<file path="config.mk">
export PLATFORM = sky130hd
export DESIGN_NAME = mmwc_decoder
export DESIGN_NICKNAME = d
export VERILOG_FILES = /design/src/mmwc_pkg.sv /design/src/mmwc_decoder.sv
export VERILOG_INCLUDE_DIRS = /design/src
export SDC_FILE = /design/constraint.sdc
export NUM_CORES = 1
export LEC_CHECK = 0
export BUFFER_PORTS_ARGS = -buffer_cell sky130_fd_sc_hd__buf_2
export CAP_MARGIN = 0
export CELL_PAD_IN_SITES_DETAIL_PLACEMENT = 1
export CELL_PAD_IN_SITES_GLOBAL_PLACEMENT = 1
export CORE_ASPECT_RATIO = 0.9
export CORE_MARGIN = 5
export CORE_UTILIZATION = 45
export CTS_CLUSTER_DIAMETER = 150
export DETAILED_ROUTE_END_ITERATION = 10
export PLACE_DENSITY_LB_ADDON = 0.3
export SYNTH_ARGS = -nofsm -noshare
export SYNTH_HDL_FRONTEND = slang
export SYNTH_SLANG_ARGS = --single-unit
export TNS_END_PERCENT = 20
</file>
<file path="constraint.sdc">
create_clock -name sys_clk_i -period 7.4 [get_ports sys_clk_i]
set_input_delay 1.48 -clock sys_clk_i [delete_from_list [all_inputs] [get_ports sys_clk_i]]
set_output_delay 1.48 -clock sys_clk_i [all_outputs]
set_load 0.01 [all_outputs]
</file>
<file path="src/mmwc_regs.svh">
// What this block does
// - flash decoded as eight 16K-word sectors upward
// - protected write-then-read kept in program order
// - ordering protection programmable, enabled after reset
// - single access RAM completes with zero waits
// - frame 1 write zero, read two, ready-extended
// - back-to-back frame 1 writes stall one cycle
// - frame 2 write zero, read two, fixed
// - frame 3 write zero, read two, ready-extended
// - one-time area waits programmable, minimum one
// - flash paged/random waits, random never below paged unless written as zero
// - password reads always take sixteen waits
// - frame 0 accepts 16 and 32 bit accesses
// - protected writes ignored until unlock, lock blocks
// - flash registers also need security permission
// - peripheral accesses routed by frame
// - frame 0 flash, security, DMA ranges protected
// - frame 2 system control range protected
// - converter results read-only, zero wait, unprotected
// - identification registers, configuration protected
`ifndef MMWC_REGS_SVH
`define MMWC_REGS_SVH
`define MMWC_FLASH_LO      22'h3D8000
`define MMWC_FLASH_HI      22'h3F7FFF
`define MMWC_SECT_SHIFT    14
`define MMWC_PWD_LO        22'h3F7FF8
`define MMWC_OTP_LO        22'h3D7800
`define MMWC_OTP_HI        22'h3D7BFF
`define MMWC_PART_IDENTIFIER_ADR    22'h3D7E80
`define MMWC_M01_HI        22'h0007FF
`define MMWC_F0_LO         22'h000800
`define MMWC_F0_HI         22'h0013FF
`define MMWC_DEVCNF_LO     22'h000880
`define MMWC_DEVCNF_HI     22'h000881
`define MMWC_CLASS_IDENTIFIER_ADR   22'h000882
`define MMWC_REVISION_IDENTIFIER_ADR     22'h000883
`define MMWC_EMU_HI        22'h000987
`define MMWC_FLREG_LO      22'h000A80
`define MMWC_FLREG_HI      22'h000ADF
`define MMWC_CSM_LO        22'h000AE0
`define MMWC_CSM_HI        22'h000AEF
`define MMWC_ADCR_LO       22'h000B00
`define MMWC_ADCR_HI       22'h000B0F
`define MMWC_PIEV_LO       22'h000D00
`define MMWC_PIEV_HI       22'h000DFF
`define MMWC_DMA_LO        22'h001000
`define MMWC_DMA_HI        22'h0011FF
`define MMWC_F3_LO         22'h005000
`define MMWC_F1_LO         22'h006000
`define MMWC_F2_LO         22'h007000
`define MMWC_F2_HI         22'h007FFF
`define MMWC_SYSC_LO       22'h007010
`define MMWC_SYSC_HI       22'h00702F
`define MMWC_LRAM_LO       22'h008000
`define MMWC_LRAM_HI       22'h013FFF
`define MMWC_BROM_LO       22'h3F8000
`define MMWC_PER_RD_WAIT   5'h02
`define MMWC_PWD_WAIT      5'h10
`define MMWC_OTP_MIN       4'h1
`define MMWC_RND_MIN       4'h1
`define MMWC_CNF_RESET     32'h0000_0000
`endif

</file>
<file path="src/mmwc_pkg.sv">
`default_nettype none
package mmwc_pkg;
   typedef enum logic [3:0] {
      MMWC_RG_RES   = 4'h0,
      MMWC_RG_RAM   = 4'h1,
      MMWC_RG_F0    = 4'h2,
      MMWC_RG_F1    = 4'h3,
      MMWC_RG_F2    = 4'h4,
      MMWC_RG_F3    = 4'h5,
      MMWC_RG_FLASH = 4'h6,
      MMWC_RG_PWD   = 4'h7,
      MMWC_RG_OTP   = 4'h8,
      MMWC_RG_ROM   = 4'h9,
      MMWC_RG_ID    = 4'hA
   } mmwc_region_t;

   typedef struct packed {
      logic        req;
      logic        wr;
      logic        wide;
      logic [21:0] addr;
      logic [31:0] wdata;
   } mmwc_req_t;

   typedef struct packed {
      logic [3:0] paged;
      logic [3:0] random;
      logic [3:0] otp;
   } mmwc_flwait_t;

   typedef enum logic [1:0] {
      MMWC_ST_IDLE  = 2'b00,
      MMWC_ST_ALIGN = 2'b01,
      MMWC_ST_WAIT  = 2'b10,
      MMWC_ST_DONE  = 2'b11
   } mmwc_state_t;
endpackage
`default_nettype wire

</file>
<file path="src/mmwc_decoder.sv">
`timescale 1ns/1ps
`default_nettype none
`include "mmwc_regs.svh"
module mmwc_decoder #(
   parameter logic [15:0] PART_ID  = 16'h00A5, // arbitrary value
   parameter logic [15:0] CLASS_ID = 16'h005A, // arbitrary value
   parameter logic [15:0] REV_ID   = 16'h0003  // arbitrary value
) (
   input  wire logic              sys_clk_i,      // 100 MHz clock
   input  wire logic              reset_n_i,      // async reset
   input  wire mmwc_pkg::mmwc_req_t cpu_i,        // cpu/dma request
   input  wire logic              periph_ready_i, // peripheral ready
   input  wire logic [31:0]       mem_rdata_i,    // memory side data
   input  wire logic              unlock_i,       // unlock instruction
   input  wire logic              lock_i,         // lock instruction
   input  wire logic              sec_ok_i,       // security permission
   input  wire logic              order_en_i,     // ordering load enable
   input  wire logic              order_set_i,    // ordering value
   input  wire mmwc_pkg::mmwc_flwait_t fl_wait_i, // flash wait program
   input  wire logic              fl_wait_wr_i,   // flash wait strobe
   output logic                   done_o,         // access complete
   output logic [31:0]            rdata_o,        // read data
   output mmwc_pkg::mmwc_req_t    mem_o,          // forwarded access
   output logic [3:0]             region_o,       // decoded region
   output logic [2:0]             sector_o,       // flash sector
   output logic                   wr_blocked_o,   // write discarded
   output logic                   unlocked_o      // unlock state
);
   mmwc_pkg::mmwc_state_t  state;
   mmwc_pkg::mmwc_region_t cur_rg;
   mmwc_pkg::mmwc_req_t    cur;
   mmwc_pkg::mmwc_flwait_t flw;
   logic [4:0]  wcnt;
   logic        ready_ext;
   logic        order_prot;
   logic        last_wr_prot;
   logic        last_wr_f1;
   logic        blocked;
   logic [31:0] devcnf;
   logic        rdy_s1, rdy_s2;
   logic [21:0] pl;

   mmwc_pkg::mmwc_region_t next_rg;
   logic [4:0]  next_wait;
   logic        next_prot_w;
   logic        next_ro;
   logic        in_f0;
   logic        next_align;

   // ready comes from peripheral logic outside this clock domain view
   always_ff @(posedge sys_clk_i or negedge reset_n_i) begin
      if (!reset_n_i) begin
         rdy_s1 <= 1'b0;
         rdy_s2 <= 1'b0;
      end else begin
         rdy_s1 <= periph_ready_i;
         rdy_s2 <= rdy_s1;
      end
   end

   always_comb begin
      pl        = cpu_i.addr;
      next_rg   = mmwc_pkg::MMWC_RG_RES;
      next_wait = 5'h00;
      next_prot_w = 1'b0;
      next_ro   = 1'b0;
      in_f0     = (pl >= `MMWC_F0_LO) && (pl <= `MMWC_F0_HI);
      if (pl <= `MMWC_M01_HI ||
          (pl >= `MMWC_LRAM_LO && pl <= `MMWC_LRAM_HI)) begin
         next_rg = mmwc_pkg::MMWC_RG_RAM;
      end else if (pl == `MMWC_CLASS_IDENTIFIER_ADR || pl == `MMWC_REVISION_IDENTIFIER_ADR ||
                   pl == `MMWC_PART_IDENTIFIER_ADR) begin
         next_rg = mmwc_pkg::MMWC_RG_ID;
         next_ro = 1'b1;
      end else if (pl >= `MMWC_DEVCNF_LO && pl <= `MMWC_DEVCNF_HI) begin
         next_rg = mmwc_pkg::MMWC_RG_ID;
         next_prot_w = 1'b1;
      end else if (in_f0) begin
         next_rg = mmwc_pkg::MMWC_RG_F0;
         if ((pl <= `MMWC_EMU_HI) ||
             (pl >= `MMWC_FLREG_LO && pl <= `MMWC_CSM_HI) ||
             (pl >= `MMWC_PIEV_LO && pl <= `MMWC_PIEV_HI) ||
             (pl >= `MMWC_DMA_LO && pl <= `MMWC_DMA_HI))
            next_prot_w = 1'b1;
         if (pl >= `MMWC_ADCR_LO && pl <= `MMWC_ADCR_HI)
            next_ro = 1'b1;
      end else if (pl >= `MMWC_F3_LO && pl < `MMWC_F1_LO) begin
         next_rg = mmwc_pkg::MMWC_RG_F3;
         next_wait = cpu_i.wr ? 5'h00 : `MMWC_PER_RD_WAIT;
      end else if (pl >= `MMWC_F1_LO && pl < `MMWC_F2_LO) begin
         next_rg = mmwc_pkg::MMWC_RG_F1;
         next_wait = cpu_i.wr ? 5'h00 : `MMWC_PER_RD_WAIT;
      end else if (pl >= `MMWC_F2_LO && pl <= `MMWC_F2_HI) begin
         next_rg = mmwc_pkg::MMWC_RG_F2;
         next_wait = cpu_i.wr ? 5'h00 : `MMWC_PER_RD_WAIT;
         if (pl >= `MMWC_SYSC_LO && pl <= `MMWC_SYSC_HI)
            next_prot_w = 1'b1;
      end else if (pl >= `MMWC_OTP_LO && pl <= `MMWC_OTP_HI) begin
         next_rg = mmwc_pkg::MMWC_RG_OTP;
         next_wait = {1'b0, flw.otp};
      end else if (pl >= `MMWC_PWD_LO && pl <= `MMWC_FLASH_HI) begin
         next_rg = mmwc_pkg::MMWC_RG_PWD;
         next_wait = `MMWC_PWD_WAIT;
      end else if (pl >= `MMWC_FLASH_LO && pl < `MMWC_PWD_LO) begin
         next_rg = mmwc_pkg::MMWC_RG_FLASH;
         // sequential fetch in same line counts as paged
         next_wait = (cur.addr[21:2] == pl[21:2]) ? {1'b0, flw.paged}
                                                  : {1'b0, flw.random};
      end else if (pl >= `MMWC_BROM_LO) begin
         next_rg = mmwc_pkg::MMWC_RG_ROM;
      end
   end

   // flash controls need both unlock and security clearance
   always_comb begin
      blocked = cpu_i.wr && ((next_prot_w && !unlocked_o) || next_ro ||
                next_rg == mmwc_pkg::MMWC_RG_RES);
      if (cpu_i.wr && in_f0 && pl >= `MMWC_FLREG_LO && pl <= `MMWC_FLREG_HI
          && !sec_ok_i)
         blocked = 1'b1;
      next_align = (order_prot && last_wr_prot && !cpu_i.wr &&
                    (next_rg == mmwc_pkg::MMWC_RG_F1 ||
                     next_rg == mmwc_pkg::MMWC_RG_F2 ||
                     next_rg == mmwc_pkg::MMWC_RG_F3)) ||
                   (last_wr_f1 && cpu_i.wr &&
                    next_rg == mmwc_pkg::MMWC_RG_F1);
   end

   always_ff @(posedge sys_clk_i or negedge reset_n_i) begin
      if (!reset_n_i)
         unlocked_o <= 1'b0;
      else if (unlock_i)
         unlocked_o <= 1'b1;
      else if (lock_i)
         unlocked_o <= 1'b0;
   end

   always_ff @(posedge sys_clk_i or negedge reset_n_i) begin
      if (!reset_n_i)
         order_prot <= 1'b1;
      else if (order_en_i)
         order_prot <= order_set_i;
   end

   // random below its floor goes to the floor, else up to paged; otp to its floor
   always_ff @(posedge sys_clk_i or negedge reset_n_i) begin
      if (!reset_n_i) begin
         flw.paged  <= 4'hF;
         flw.random <= 4'hF;
         flw.otp    <= 4'hF;
      end else if (fl_wait_wr_i && unlocked_o && sec_ok_i) begin
         flw.paged  <= fl_wait_i.paged;
         flw.random <= (fl_wait_i.random < `MMWC_RND_MIN) ? `MMWC_RND_MIN :
                       (fl_wait_i.random < fl_wait_i.paged) ?
                       fl_wait_i.paged : fl_wait_i.random;
         flw.otp    <= (fl_wait_i.otp < `MMWC_OTP_MIN) ? `MMWC_OTP_MIN
                                                       : fl_wait_i.otp;
      end
   end

   always_ff @(posedge sys_clk_i or negedge reset_n_i) begin
      if (!reset_n_i) begin
         state        <= mmwc_pkg::MMWC_ST_IDLE;
         cur          <= '0;
         cur_rg       <= mmwc_pkg::MMWC_RG_RES;
         wcnt         <= 5'h00;
         ready_ext    <= 1'b0;
         done_o       <= 1'b0;
         mem_o        <= '0;
         region_o     <= 4'h0;
         sector_o     <= 3'h0;
         wr_blocked_o <= 1'b0;
         last_wr_prot <= 1'b0;
         last_wr_f1   <= 1'b0;
      end else begin
         done_o <= 1'b0;
         mem_o.req <= 1'b0;
         case (state)
            mmwc_pkg::MMWC_ST_IDLE: begin
               if (cpu_i.req) begin
                  cur       <= cpu_i;
                  cur.wide  <= cpu_i.wide && in_f0;
                  cur_rg    <= next_rg;
                  region_o  <= next_rg;
                  wcnt      <= next_wait;
                  ready_ext <= next_rg == mmwc_pkg::MMWC_RG_F1 ||
                               next_rg == mmwc_pkg::MMWC_RG_F3;
                  wr_blocked_o <= blocked;
                  if (next_rg == mmwc_pkg::MMWC_RG_FLASH)
                     sector_o <= 3'(22'(pl - `MMWC_FLASH_LO)
                                 >> `MMWC_SECT_SHIFT);
                  state <= next_align ? mmwc_pkg::MMWC_ST_ALIGN
                                      : mmwc_pkg::MMWC_ST_WAIT;
               end else begin
                  // an idle cycle ends any back-to-back pair
                  last_wr_prot <= 1'b0;
                  last_wr_f1   <= 1'b0;
               end
            end
            mmwc_pkg::MMWC_ST_ALIGN: begin
               state <= mmwc_pkg::MMWC_ST_WAIT;
            end
            mmwc_pkg::MMWC_ST_WAIT: begin
               if (wcnt != 5'h00) begin
                  wcnt <= wcnt - 5'h01;
               end else if (!ready_ext || rdy_s2) begin
                  state <= mmwc_pkg::MMWC_ST_DONE;
                  done_o <= 1'b1;
                  mem_o <= cur;
                  mem_o.req <= !wr_blocked_o && cur_rg != mmwc_pkg::MMWC_RG_ID
                               && cur_rg != mmwc_pkg::MMWC_RG_RES;
                  last_wr_prot <= cur.wr && (cur_rg == mmwc_pkg::MMWC_RG_F1 ||
                                  cur_rg == mmwc_pkg::MMWC_RG_F2 ||
                                  cur_rg == mmwc_pkg::MMWC_RG_F3);
                  last_wr_f1 <= cur.wr && cur_rg == mmwc_pkg::MMWC_RG_F1;
               end
            end
            mmwc_pkg::MMWC_ST_DONE: begin
               state <= mmwc_pkg::MMWC_ST_IDLE;
            end
            default: state <= mmwc_pkg::MMWC_ST_IDLE;
         endcase
      end
   end

   always_ff @(posedge sys_clk_i or negedge reset_n_i) begin
      if (!reset_n_i)
         devcnf <= `MMWC_CNF_RESET;
      else if (state == mmwc_pkg::MMWC_ST_WAIT && wcnt == 5'h00 &&
               cur.wr && !wr_blocked_o && cur_rg == mmwc_pkg::MMWC_RG_ID)
         devcnf <= cur.addr[0] ? {cur.wdata[15:0], devcnf[15:0]}
                               : (cur.wide ? cur.wdata
                                  : {devcnf[31:16], cur.wdata[15:0]});
   end

   always_ff @(posedge sys_clk_i or negedge reset_n_i) begin
      if (!reset_n_i)
         rdata_o <= 32'h0000_0000;
      else if (state == mmwc_pkg::MMWC_ST_WAIT && !cur.wr) begin
         case (cur_rg)
            mmwc_pkg::MMWC_RG_ID: begin
               if (cur.addr == `MMWC_PART_IDENTIFIER_ADR)
                  rdata_o <= {16'h0000, PART_ID};
               else if (cur.addr == `MMWC_CLASS_IDENTIFIER_ADR)
                  rdata_o <= {16'h0000, CLASS_ID};
               else if (cur.addr == `MMWC_REVISION_IDENTIFIER_ADR)
                  rdata_o <= {16'h0000, REV_ID};
               else if (cur.addr == `MMWC_DEVCNF_HI)
                  rdata_o <= {16'h0000, devcnf[31:16]};
               else
                  rdata_o <= cur.wide ? devcnf : {16'h0000, devcnf[15:0]};
            end
            mmwc_pkg::MMWC_RG_RES: rdata_o <= 32'h0000_0000;
            default: rdata_o <= cur.wide ? mem_rdata_i
                                         : {16'h0000, mem_rdata_i[15:0]};
         endcase
      end
   end
endmodule
`default_nettype wire

</file>
==> results of run 1 <==
-- how the worst min path moves through the flow --
stage	start	end
5_1_grt	rdy_s1	rdy_s2
3_5_place_dp	rdy_s1	rdy_s2
2_1_floorplan	rdy_s1	rdy_s2
6_report	rdy_s1	rdy_s2
3_3_place_gp	rdy_s1	rdy_s2
4_1_cts	rdy_s1	rdy_s2
-- registers in the layout (all words and copies together), names as in the netlist --
name and cells:
cur 56, cur_rg 4, devcnf 32, done_o 1, flw 12, last_wr_f1 1
last_wr_prot 1, mem_o 57, order_prot 1, rdata_o 32, rdy_s1 1, rdy_s2 1
ready_ext 1, sector_o 3, state 2, unlocked_o 1, wcnt 5, wr_blocked_o 1
-- placed cells by master (no fill, tap or decap), drive strengths merged, types with 8 or more instances in the layout --
cell    netlist  final
nand2       320    320
a21oi        59     59
buf          21    218
nand3        11     11
nand4        16     16
nor2         62     62
mux2i        18     18
mux2         51     51
nand2b        8      8
clkbuf       42     32
inv          13     14
and3         13     13
o21ai        46     46
a221oi        9      9
nor3         20     20
nor2b        13     13
a22oi        16     16
nor4         12     12
ha           11     11
dfrtp       199    199
xnor2        23     23
dfstp        13     13
-- per-layer routing --
metal / up-vias / routed length [µm] / track usage [%]
met1: 4443 / 15500 / 37.7
met4: 0 / 661 / 5.45
met3: 39 / 1920 / 4.18
met2: 257 / 15100 / 39.0
met5: - / 0 / 0
li1: 4080 / - / -
-- through the flow --
stage / total power, mW / utilization, % / setup slack, ns / cells / hold WS [ns]
floorplan: 2.84 / - / 3.85 / 1079 / 0.331
global placement: 3.44 / 51.1 / 3.53 / 1531 / 0.336
detailed placement: 3.53 / 51.1 / 3.42 / 1531 / 0.354
CTS: 4.79 / 54.7 / 3.98 / 1575 / 0.370
global route: 5.05 / 54.8 / 3.81 / 1578 / 0.375
finish: 4.75 / 54.8 / 4.06 / 1578 / 0.366
-- logic make-up after synthesis --
kind of cell / count (synthesis) / share of synthesized area (%)
flops: 212 / 52.5
buf+inv: 76 / 3.05
compound gates: 177 / 11.0
mux: 69 / 7.44
simple gates: 510 / 22.6
xor+xnor: 24 / 2.07
fa+ha+maj: 11 / 1.36
-- critical path: stages --
cell      delay (ns)
buf_2           0.16
or4_4           0.61
nor3_1          0.28
a41oi_1         0.17
a311oi_1        0.65
a21oi_1         0.18
a221oi_2        0.23
-- cell type report --
type | instances | area share, %
flip-flops and latches | 212 | 43.5
inverters | 13 | 0.399
well taps | 297 | 3.04
diodes | 2 | 0.0409
clock buffers | 31 | 5.47
multi-input cells | 791 | 37.0
repair buffers | 219 | 9.25
clock inverters | 13 | 1.26
-- power by group through the flow --
stage | registers, mW | logic, mW | clock network (mW)
6_report | 1.93 | 1.59 | 1.24
5_1_grt | 1.98 | 1.77 | 1.31
4_1_cts | 1.92 | 1.60 | 1.26
3_5_place_dp | 1.94 | 1.59 | 0
3_3_place_gp | 1.92 | 1.52 | 0
2_1_floorplan | 1.89 | 0.947 | 0
==> flow_metrics.env, run 1 <==
export IMPL_first_global_vias=9166
export IMPL_total_leakage_power_nw=6.02
export IMPL_max_freq_mhz=300
export IMPL_hold_path_class="flip-flop to flip-flop"
export IMPL_gr_total_overflow=0
export IMPL_synth_async_reset_ratio_pct=100
export IMPL_power_density_nw_per_um2=389
export IMPL_cts_made_buffers=24
export IMPL_synth_top_area_share_pct=49.1
export IMPL_ys_top_cells_by_area="dfrtp_1, nand2_1, mux2_2, dfstp_2, a21oi_1"
export IMPL_setup_tns_ns=0
export IMPL_dr_pass1_iters=5
export IMPL_die_w_um=168
export IMPL_post_cts_buffers=0
export IMPL_endpoint_kind="flip-flop"
export IMPL_crit_path_end="wcnt[0]"
export IMPL_syn_num_nets=1200
export IMPL_synthesis_area_um2=10100
export IMPL_grt_max_degree=98
export IMPL_placementRows=52
export IMPL_r2r_end="devcnf[25]"
export IMPL_finalWirelength_um=33300
export IMPL_multi_input_area_um2=4530
export IMPL_critPathArrivalTime_ns=3.75
export IMPL_core_um2=22300
export IMPL_syn_to_final_growth_pct=20.5
export IMPL_wl_per_cell_um=21.1
export IMPL_final_cell_area_um2=12200
export IMPL_reg2reg_slack_ns=4.09
export IMPL_clockBufferDepth=3
export IMPL_startpoint_type="primary input"
export IMPL_hold_buffers=0
export IMPL_synthCells=1079
export IMPL_startpoint="cpu_i[36]"
export IMPL_yosysSeqAreaShare_pct=52.5
export IMPL_worst_pin_slew_ns=1.20
export IMPL_place_port_buffers=208
export IMPL_htree_levels=1
export IMPL_worstSetupPathType="primary input to flip-flop"
export IMPL_netlist_top_cell_by_area="dfrtp_1"
export IMPL_timing_rr_start="wcnt[0]"
export IMPL_swShare_pct=38.4
export IMPL_crit_required_ns=7.82
export IMPL_grt_pass1_wl_um=52500
export IMPL_finClkSkew_ns=0.0128
export IMPL_synth_ff_type="dfrtp_1"
export IMPL_fill_cells=2590
export IMPL_status="finished clean"
export IMPL_ant_nets=0
export IMPL_clockRootBuffer="clkbuf_16"
export IMPL_viasPerCell=5.59
export IMPL_ir_worst_vdd_uv=193
export IMPL_rsz0062_at_grt="no"
export IMPL_antenna_found_initial=2
export IMPL_maxCapViolations=0
export IMPL_cts_tree="done"
export IMPL_yosysMostFrequentCell="nand2_1"
export IMPL_period_needed_ns=3.34
export IMPL_synth_edff_count=0
export IMPL_ff2ff_path_depth=8
export IMPL_hold_viol=0
export IMPL_drtIter0Drc=764
export IMPL_drv_slew=0
export IMPL_p_int_mw=2.93
export IMPL_gp_congestion=0.877
export IMPL_clkSinkCount=212
export IMPL_seqCellArea_um2=5320
export IMPL_drc=0
export IMPL_die_y_um=152
export IMPL_synth_common_cells="nand2_1, dfrtp_1, nor2_1"
export IMPL_whs_path_depth=0
export IMPL_min_period_over_period_pct=45.1
export IMPL_setup_viol=0
export IMPL_syn_avg_cell_area_um2=9.40
export IMPL_p_comb_share_pct=33.4
export IMPL_max_slew_margin_pct=20.1
export IMPL_drive_gt1_share_pct=26.1
export IMPL_initial_core_util_pct=45.5
export IMPL_io_pins=209
export IMPL_placed_area_um2=11400
export IMPL_dp_hpwl_um=23800
export IMPL_synth_seq_cells=212
export IMPL_p_seq_share_pct=40.6
export IMPL_finish_net_count=1382
export IMPL_worstPathMaxFanout=8
export IMPL_clk_latency_ns=0.51
export IMPL_clk_pin_slew_ns=0.06
export IMPL_ys_warn_count=0
export IMPL_vias=8819
export IMPL_p_clk_share_pct=26.0
export IMPL_cts_repair_resized=0
export IMPL_die_area_um2=25700
export IMPL_net_switching_power_mw=1.82
export IMPL_ys_types=70
export IMPL_grt_use_total_pct=25.2
Note: power is estimated with default switching activity, not from simulation.
==> run 2, diff against run 1 <==
CORE_UTILIZATION = 42   (was 45)
clock period = 3.25 ns   (was 7.4 ns; I/O delays follow)
==> run 2 against run 1 <==
Sequential share of layout area shrank 0.32 points. Core utilization fell by 3.6 points. First-iteration DRC count fell by 16%. Via count rose by 1.0%. Cell area grew 0.74%. Worst hold slack lost 0.25 ns. Sequential power up 130%. Count of clock-buffer cells in the layout increased by 6. Combinational power increased by 130%. Highest routed layer unchanged.
==> flow_metrics.env, run 2 (synthesis results as in run 1) <==
export IMPL_hold_buffers=0
export IMPL_place_port_buffers=208
export IMPL_viasPerCell=5.56
export IMPL_placementRows=54
export IMPL_io_pins=209
export IMPL_crit_path_top_delay_cell="or4b_1"
export IMPL_setup_tns_ns=0
export IMPL_cts_made_buffers=24
export IMPL_cts_tree="done"
export IMPL_cp_num_cells=8
export IMPL_grt_use_total_pct=24.2
export IMPL_min_period_over_period_pct=88.3
export IMPL_final_common_cell="nand2_1"
export IMPL_setup_viol=0
export IMPL_vias=8910
export IMPL_hold_ws_ns=0.115
export IMPL_highest_layer="met4"
export IMPL_finish_net_count=1396
export IMPL_power_density_nw_per_um2=867
export IMPL_antenna_found_initial=3
export IMPL_drc=0
export IMPL_hold_path_class="primary input to async pin"
export IMPL_top_regs="mem_o: 57 flops, cur: 56 flops"
export IMPL_path_buf_inv=2
export IMPL_wl_met3_um=1670
export IMPL_die_y_um=157
export IMPL_max_slew_margin_pct=28.5
export IMPL_rsz0062_at_grt="no"
export IMPL_maxCapViolations=0
export IMPL_wl_met2_um=15400
export IMPL_gr_total_overflow=0
export IMPL_slowest_delay_ns=0.62
export IMPL_ir_worst_vdd_uv=450
export IMPL_drive_gt1_share_pct=26.8
export IMPL_dr_pass1_iters=4
export IMPL_drv_slew=0
export IMPL_layout_common_cells="nand2_1, buf_2, dfrtp_1"
export IMPL_initial_core_util_pct=42.2
export IMPL_cp_top_family="simple AND/OR/NAND/NOR gates"
export IMPL_largest_register="mem_o"
export IMPL_met1Wirelength_um=16000
export IMPL_die_w_um=174
export IMPL_worst_pin_slew_ns=1.07
export IMPL_drtIter0Drc=641
export IMPL_max_freq_mhz=348
export IMPL_startpoint_type="flip-flop"
export IMPL_critPathArrivalTime_ns=3.27
export IMPL_gp_congestion=0.847
export IMPL_reg2reg_slack_ns=0.38
export IMPL_clockBufferDepth=3
export IMPL_endpoint_kind="flip-flop"
export IMPL_die_area_um2=27400
export IMPL_period_needed_ns=2.87
export IMPL_cp_cell_sequence="inv_1 -> ha_1 -> nor4b_2 -> nand2_1 -> or4b_1 -> nor2_2 -> buf_4 -> mux2_2"
export IMPL_finClkSkew_ns=0.0177
export IMPL_first_global_vias=9239
export IMPL_clkSinkCount=212
export IMPL_ant_nets=0
export IMPL_clk_latency_ns=0.52
export IMPL_worstPathMaxFanout=16
export IMPL_cts_repair_resized=0
export IMPL_status="finished clean"
export IMPL_wl_per_cell_um=21.1
export IMPL_total_leakage_power_nw=6.08
export IMPL_ff2ff_path_depth=8
export IMPL_grt_pass1_wl_um=53000
export IMPL_dp_hpwl_um=25000
export IMPL_hold_viol=0
export IMPL_syn_to_final_growth_pct=21.4
export IMPL_clk_pin_slew_ns=0.06
export IMPL_core_um2=24100
export IMPL_crit_required_ns=3.65
export IMPL_finalWirelength_um=33800
export IMPL_post_cts_buffers=0
export IMPL_clockRootBuffer="clkbuf_16"
export IMPL_htree_levels=1
export IMPL_largest_register_ff_count=57
export IMPL_worstSetupPathType="flip-flop to flip-flop"
export IMPL_grt_max_degree=77
run 2: cell count changes in the layout (fill, tap and decap cells not counted), sizes merged:
cell | before | now
buf | 218 | 233
clkbuf | 32 | 37
bufinv | 3 | 0
clkinvlp | 4 | 2
clkinv | 5 | 4
diode | 2 | 3
inv | 14 | 13
run 2: report_power, final:
| part | internal, mW | switching [mW] |
|---|---|---|
| clock network | 1.54 | 1.10 |
| logic | 1.48 | 2.19 |
| registers | 3.53 | 0.843 |
run 2: final cells by class:
class / count / area [µm²]
Antenna cell: 3 / 7.51
Clock buffer: 37 / 729
Clock inverter: 6 / 46.3
Fill cell: 2829 / 11700
Inverter: 13 / 48.8
Multi-Input combinational cell: 791 / 4530
Sequential cell: 212 / 5320
Tap cell: 308 / 385
Timing Repair Buffer: 233 / 1250
run 2: per-stage QoR:
stage          utilization [%]  power, mW  setup slack (ns)  instances  cell area [µm²]
6_report                  51.2       10.7             0.379       1603            12300
5_1_grt                   51.2       11.4             0.279       1603            12300
3_3_place_gp              47.9       7.89             0.392       1557            11500
3_5_place_dp              47.9       8.07             0.372       1557            11500
4_1_cts                   51.2       10.8             0.410       1600            12300
2_1_floorplan                -       6.46             0.535       1079            10100
run 2: worst paths after layout:
kind | start | to
min reg2reg | rdy_s1 | rdy_s2
min in group sys_clk_i | periph_ready_i | rdy_s1
max | wcnt[0] | devcnf[5]
min | reset_n_i | wcnt[0]
max reg2reg | wcnt[0] | devcnf[5]
max in group asynchronous | reset_n_i | cur[47]
run 2: routing by layer:
metal / vias up / global-route usage, %
met3: 42 / 4.08
met5: - / 0
met2: 225 / 38.2
met1: 4524 / 35.1
li1: 4119 / -
met4: 0 / 5.80
